[src/hw/asr_defines.svh]
// What this block does
// - Enabled clock edge shifts all bits one stage deeper, input bit enters stage zero.
// - Sixteen one-bit stages, chosen by a four-bit address, zero is newest.
// - Address zero shows the bit just shifted in, right after the shifting edge.
// - Reading is combinational; an address change shows the new stage at once.
// - Stage k holds the bit shifted in k shifts before the latest one.
// - Last stage drives the cascade output; first bit appears after sixteen shifts.
// - Cascade output changes only on shifting edges; routable to chain or bypass.
`ifndef ASR_DEFINES_SVH
`define ASR_DEFINES_SVH

`define ASR_DEPTH      16
`define ASR_ADDR_W     4
`define ASR_CHAIN_RST  16'h0000
`define ASR_BIT_RST    1'b0
`define ASR_FIRST_TAP  4'h0
`define ASR_AGE_TAP    4'h2
`define ASR_READY_RST  1'b1

`endif

[src/hw/asr_pkg.sv]
`default_nettype none
`include "asr_defines.svh"

package asr_pkg;
	typedef logic [`ASR_ADDR_W-1:0] stage_addr_t;
	typedef logic [`ASR_DEPTH-1:0]  chain_t;
endpackage

`default_nettype wire

[src/hw/addressable_shift_chain.sv]
`default_nettype none
`include "asr_defines.svh"

module addressable_shift_chain #(
	parameter int DEPTH = `ASR_DEPTH
) (
	input  wire logic                 mclk,
	input  wire logic                 arst_n,
	input  wire logic                 ce,
	input  wire logic                 enable_pin_shared,
	input  wire logic                 serial_bit_in,
	input  wire asr_pkg::stage_addr_t stage_addr,
	input  wire logic                 bypass_route_sel,
	output logic                      addr_bit_out,
	output logic                      cascade_tap_out,
	output logic                      slice_bypass_out,
	output logic                      shift_ready,
	output logic                      spill_bit,
	output logic                      spill_valid,
	input  wire logic                 spill_ready
);

	// ==========================================================
	// Shift chain
	asr_pkg::chain_t chain_q;
	asr_pkg::chain_t chain_d;
	logic            ready_q;
	wire logic       shift_fire;
	wire logic       displaced_bit;

	// Enable is ignored while the spill buffer has no room
	assign shift_fire    = ce & enable_pin_shared & ready_q;
	assign displaced_bit = chain_q[DEPTH-1];

	assign chain_d = shift_fire ? {chain_q[DEPTH-2:0], serial_bit_in} : chain_q;

	always_ff @(posedge mclk or negedge arst_n) begin
		if (!arst_n) begin
			chain_q <= `ASR_CHAIN_RST;
		end else begin
			chain_q <= chain_d;
		end
	end

	// ==========================================================
	// Addressable read
	// Pure mux of flops: the rules demand a clockless read path
	assign addr_bit_out = chain_q[stage_addr];

	// ==========================================================
	// Cascade and bypass taps
	logic bypass_q;

	always_ff @(posedge mclk or negedge arst_n) begin
		if (!arst_n) begin
			bypass_q <= `ASR_BIT_RST;
		end else if (shift_fire) begin
			bypass_q <= bypass_route_sel ? chain_d[DEPTH-1] : `ASR_BIT_RST;
		end
	end

	assign cascade_tap_out  = chain_q[DEPTH-1];
	assign slice_bypass_out = bypass_q;

	// ==========================================================
	// Two-entry spill buffer for bits leaving the last stage
	// Head is always the older entry, so spill_bit is a flop
	logic head_q;
	logic head_v_q;
	logic tail_q;
	logic tail_v_q;
	logic head_d;
	logic head_v_d;
	logic tail_d;
	logic tail_v_d;
	wire logic pop;

	assign pop = head_v_q & spill_ready;

	always_comb begin
		head_d   = head_q;
		head_v_d = head_v_q;
		tail_d   = tail_q;
		tail_v_d = tail_v_q;
		if (pop) begin
			head_d   = tail_q;
			head_v_d = tail_v_q;
			tail_v_d = 1'b0;
		end
		if (shift_fire) begin
			if (!head_v_d) begin
				head_d   = displaced_bit;
				head_v_d = 1'b1;
			end else begin
				tail_d   = displaced_bit;
				tail_v_d = 1'b1;
			end
		end
	end

	always_ff @(posedge mclk or negedge arst_n) begin
		if (!arst_n) begin
			head_q   <= `ASR_BIT_RST;
			head_v_q <= `ASR_BIT_RST;
			tail_q   <= `ASR_BIT_RST;
			tail_v_q <= `ASR_BIT_RST;
			ready_q  <= `ASR_READY_RST;
		end else if (ce) begin
			head_q   <= head_d;
			head_v_q <= head_v_d;
			tail_q   <= tail_d;
			tail_v_q <= tail_v_d;
			ready_q  <= !tail_v_d;
		end
	end

	assign spill_bit   = head_q;
	assign spill_valid = head_v_q;
	assign shift_ready = ready_q;

	// ==========================================================
	// Checks
	// Copy of the chain one ce-enabled edge back, used only by the read-path check
	asr_pkg::chain_t chain_prev_q;

	always_ff @(posedge mclk or negedge arst_n) begin
		if (!arst_n) begin
			chain_prev_q <= `ASR_CHAIN_RST;
		end else if (ce) begin
			chain_prev_q <= chain_q;
		end
	end

	property p_shift_in;
		@(posedge mclk) disable iff (!arst_n)
		shift_fire |=> chain_q[0] == $past(serial_bit_in);
	endproperty
	a_shift_in: assert property (p_shift_in) else $error("new bit not in stage zero");

	property p_shift_deeper;
		@(posedge mclk) disable iff (!arst_n)
		shift_fire |=> chain_q[DEPTH-1:1] == $past(chain_q[DEPTH-2:0]);
	endproperty
	a_shift_deeper: assert property (p_shift_deeper) else $error("chain did not move");

	property p_addr_zero;
		@(posedge mclk) disable iff (!arst_n)
		(shift_fire && stage_addr == `ASR_FIRST_TAP) ##1 (stage_addr == `ASR_FIRST_TAP)
			|-> addr_bit_out == $past(serial_bit_in);
	endproperty
	a_addr_zero: assert property (p_addr_zero) else $error("address zero stale");

	property p_comb_read;
		@(posedge mclk) disable iff (!arst_n)
		($changed(stage_addr) && $past(ce) && !$past(shift_fire))
			|-> addr_bit_out == chain_prev_q[stage_addr];
	endproperty
	a_comb_read: assert property (p_comb_read) else $error("read not immediate");

	property p_age;
		@(posedge mclk) disable iff (!arst_n)
		shift_fire ##1 shift_fire ##1 shift_fire ##1 (stage_addr == `ASR_AGE_TAP)
			|-> addr_bit_out == $past(serial_bit_in, 3);
	endproperty
	a_age: assert property (p_age) else $error("stage two holds wrong bit");

	// Starts only on sixteen back-to-back shifts
	property p_cascade;
		@(posedge mclk) disable iff (!arst_n)
		shift_fire [*8] ##1 shift_fire [*8]
			|=> cascade_tap_out == $past(serial_bit_in, 16);
	endproperty
	a_cascade: assert property (p_cascade) else $error("cascade not after 16 shifts");

	property p_cascade_still;
		@(posedge mclk) disable iff (!arst_n)
		!shift_fire |=> $stable(cascade_tap_out) && $stable(slice_bypass_out);
	endproperty
	a_cascade_still: assert property (p_cascade_still) else $error("tap moved idle");

	property p_bypass_route;
		@(posedge mclk) disable iff (!arst_n)
		(shift_fire && bypass_route_sel) |=> slice_bypass_out == cascade_tap_out;
	endproperty
	a_bypass_route: assert property (p_bypass_route) else $error("bypass misrouted");

	property p_hold;
		@(posedge mclk) disable iff (!arst_n)
		!(ce && enable_pin_shared) |=> $stable(chain_q);
	endproperty
	a_hold: assert property (p_hold) else $error("chain changed while disabled");

	property p_spill;
		@(posedge mclk) disable iff (!arst_n)
		(shift_fire && !head_v_q) |=> spill_valid && spill_bit == $past(displaced_bit);
	endproperty
	a_spill: assert property (p_spill) else $error("displaced bit lost");

	// Ready is a flop, so the tail filling must drop it one cycle early
	property p_ready_drop;
		@(posedge mclk) disable iff (!arst_n)
		(shift_fire && head_v_q && !spill_ready) |=> !shift_ready;
	endproperty
	a_ready_drop: assert property (p_ready_drop) else $error("ready stayed high when full");

	// Back-pressure drops the bit: enable alone does not shift
	property p_refuse;
		@(posedge mclk) disable iff (!arst_n)
		(enable_pin_shared && !shift_ready) |=> $stable(chain_q);
	endproperty
	a_refuse: assert property (p_refuse) else $error("shift taken while not ready");

	property p_spill_hold;
		@(posedge mclk) disable iff (!arst_n)
		(spill_valid && !spill_ready) |=> spill_valid && $stable(spill_bit);
	endproperty
	a_spill_hold: assert property (p_spill_hold) else $error("spill bit moved before pop");

	property p_freeze;
		@(posedge mclk) disable iff (!arst_n)
		!ce |=> $stable(spill_valid) && $stable(shift_ready);
	endproperty
	a_freeze: assert property (p_freeze) else $error("buffer moved while frozen");

endmodule

`default_nettype wire

[config.mk]
export PLATFORM = sky130hd
export DESIGN_NAME = addressable_shift_chain
export DESIGN_NICKNAME = d
export VERILOG_FILES = /design/src/hw/asr_pkg.sv /design/src/hw/addressable_shift_chain.sv
export VERILOG_INCLUDE_DIRS = /design/src /design/src/hw
export SDC_FILE = /design/constraint.sdc
export NUM_CORES = 1
export LEC_CHECK = 0
export BUFFER_PORTS_ARGS = -buffer_cell sky130_fd_sc_hd__buf_2
export CAP_MARGIN = 20
export CORE_UTILIZATION = 30
export CTS_CLUSTER_SIZE = 12
export DETAILED_ROUTE_END_ITERATION = 8
export GPL_TIMING_DRIVEN = 1
export SETUP_SLACK_MARGIN = 0.5
export SKIP_LAST_GASP = 1
export SLEW_MARGIN = 10
export SYNTH_ARGS = -nofsm -noshare
export SYNTH_HDL_FRONTEND = slang
export SYNTH_SLANG_ARGS = --single-unit
[constraint.sdc]
create_clock -name mclk -period 1.6 [get_ports mclk]
set_input_delay 0.32 -clock mclk [delete_from_list [all_inputs] [get_ports mclk]]
set_output_delay 0.32 -clock mclk [all_outputs]
set_load 0.05 [all_outputs]
==> reports/results.ini <==
[clock_network]
htreeDepth=1
numCtsBuffers=3
cts_root_buffer=clkbuf_4
ctsLongestPathBuffers=2
cts.sinks=22
clk_latency_ns=0.30
clkTransAtPathRegs_ns=0.12
cts_tree=yes

[min_path]
min_path_type=in2reg
whs_endpoint=chain_q[0]$_DFFE_PN0P_
hp-start=serial_bit_in
holdPathStages=2

[sta]
tightest_slew_ns=0.4815
finalCritPeriodShare=1.287
finalHoldViolations=0
period_needed_ns=2.059
maxSlewHeadroom=0.6790
rsz0062_at_grt=true
max_clock_freq_ghz=0.4857
worst_slack_ns=-0.4590
clock_skew_ns=0.005793
setup_violations=1
maxSlewViolCount=0

[routing]
vias=763
wirelength_microns=2173
wl_per_cell_microns=13.09
drt-initial-drc-count=29
antenna_left=0
via_per_inst=4.596
post-route-drc-count=0
first_pass_iters=3

[cells_and_area]
n_antenna_cell=0
final_cells=166
multi_input_area_sq_um=558.0
finalNetCount=134
finalInstanceArea_sq_mm=0.001675
final_common_cell=dfrtp_1
drive_gt1_frac=0.7459
layout_common_cells=dfrtp_1 (19), buf_4 (18), mux2_2 (14)
area_growth_pct=62.11
nFillCells=268
register_area_sq_um=558.0

[logic_synthesis]
ys_warn_count=0
yosysSeqAreaShare=0.5339
synth_cell_type_count=21
ys_top_cells_by_area=dfrtp_1 (51%), mux2_2 (20%), mux4_1 (7.6%)
synth.avg_cell_area_sq_um=14.16
syn_inst=73
yosysTopAreaCell=dfrtp_1
synth_nets=84
synth_top_area_frac=0.5085
synth_seq_cells=22
synth_area_sq_mm=0.001033

[global_routing]
grt_start_max_net_pins=23
grt-ovfl-total=0
antenna_found_initial=0
grt_pass1_vias=772
grt_usage=0.1342
grt_pass1_wl_microns=3532

[critical_path]
critPathBufInv=1
crit_path_end_kind=primary output
crit_chain=mux4_2 > nor2b_4 > a211oi_2 > a21oi_4 > buf_6
crit_family=multiplexers
cp_data_arrival_time_ns=1.74
cp_num_cells=5
crit_fanout=2
cp_slowest_stage_delay_ns=0.46
r2r-end=spill_bit$_DFFE_PN0P_
worstRegToRegCells=4
crit_type=reg2out
rr_startpoint=shift_ready$_DFFE_PN1P_
cpMaxStageDelayCell=mux4_2
r2r_slack_ns=0.07
critPathLaunchType=register
crit_required_ns=1.28

[placed_design]
dpl_cell_area_sq_mm=0.001358
port_buffers=16
place_congestion=0.6962
dpl.hpwl_microns=1400
pre_cts_slack_ns=-0.3429
placedCellCount=150

[floorplanning]
rows=20
ios=17
coreArea_sq_mm=0.003153
chipHeight_microns=60.70
die-area_sq_mm=0.003684
die_w_microns=60.70
start_util=0.3278

[outcome]
violations=negative setup slack
status=complete, but fails checks

[pwr]
peakVddDrop_v=0.0004739
leakage_uw=0.0007955
power.density_mw_per_mm2=1127

[flow_run]
drv_cap=0

## what timing repair did
item                                    CTS  global route
endpoints found under the setup margin   28            28
gates resized for setup                  36             9
hold buffers                              1             0
pin swaps                                 5             4
buffers inserted                          5             5
gates cloned                              1             0
hold endpoints to repair                 21             0
## Yosys cell counts, drive strengths merged
cell type and number:
dfstp 1, nor2 1, nand3 4, buf 2
or2b 1, nor2b 2, mux2 20, mux2i 1
a21oi 3, o21ai 2, a41oi 1, nand2b 1
o211ai 1, mux4 4, nand2 6, a211oi 1
inv 1, dfrtp 21
## metrics by stage
step | TNS, ns | power (uW) | util | hold slack, ns
floorplan | -0.1087 | 1120 | - | 0.02441
global placement | -0.3306 | 1392 | 0.4306 | 0.3082
detailed placement | -0.3429 | 1410 | 0.4306 | 0.3105
CTS | -0.4411 | 1838 | 0.5032 | 0.2258
global route | -0.5003 | 2008 | 0.5313 | 0.2441
finish | -0.4590 | 1889 | 0.5313 | 0.2539
## cell families (layout without fill, tap and decap cells)
logic type / count (synthesis) / in the layout / share of synthesized area
multiplexers: 25 / 25 / 0.3329
flip-flops: 22 / 22 / 0.5339
AND/OR/NAND/NOR: 15 / 15 / 0.07265
AO/OA/AOI/OAI: 8 / 8 / 0.04722
buffers and inverters: 3 / 52 / 0.01331
## power breakdown
group / switching, uW / internal [uW]
registers: 89.7 / 703
logic: 296 / 503
clock network: 159 / 139
## how the worst max path moves through the flow
stage / endpoint / start / slack, ns
floorplan: addr_bit_out / chain_q[15]$_DFF_PN0_ / -0.08
global placement: addr_bit_out / stage_addr[0] / -0.33
detailed placement: addr_bit_out / stage_addr[0] / -0.34
CTS: addr_bit_out / chain_q[0]$_DFFE_PN0P_ / -0.44
global route: addr_bit_out / chain_q[0]$_DFFE_PN0P_ / -0.50
finish: addr_bit_out / chain_q[0]$_DFFE_PN0P_ / -0.46
## flip-flops by register name (all words and copies together) (netlist names)
| signal | count |
|---|---|
| chain_q | 16 |
| spill_bit | 1 |
| shift_ready | 1 |
| spill_valid | 1 |
| slice_bypass_out | 1 |
| tail_v_q | 1 |
| tail_q | 1 |
## metal layers
layer,global-route usage,vias to the layer above,wire (microns),part of all wire
met2,0.2229,10,1087,0.50
met4,0.05844,0,37,0.017
met3,0.02559,4,39,0.018
met5,0,-,0,0
met1,0.1715,379,1008,0.46
li1,-,370,-,-
## final cells by class
class                   instances  share of cell area
multi-input cells              48              0.3331
repair buffers                 47              0.2771
well taps                      44             0.03286
clock buffers                   4             0.02166
inverters                       1            0.002240
flip-flops and latches         22              0.3331
No activity file was read; power rests on OpenSTA's default activity.
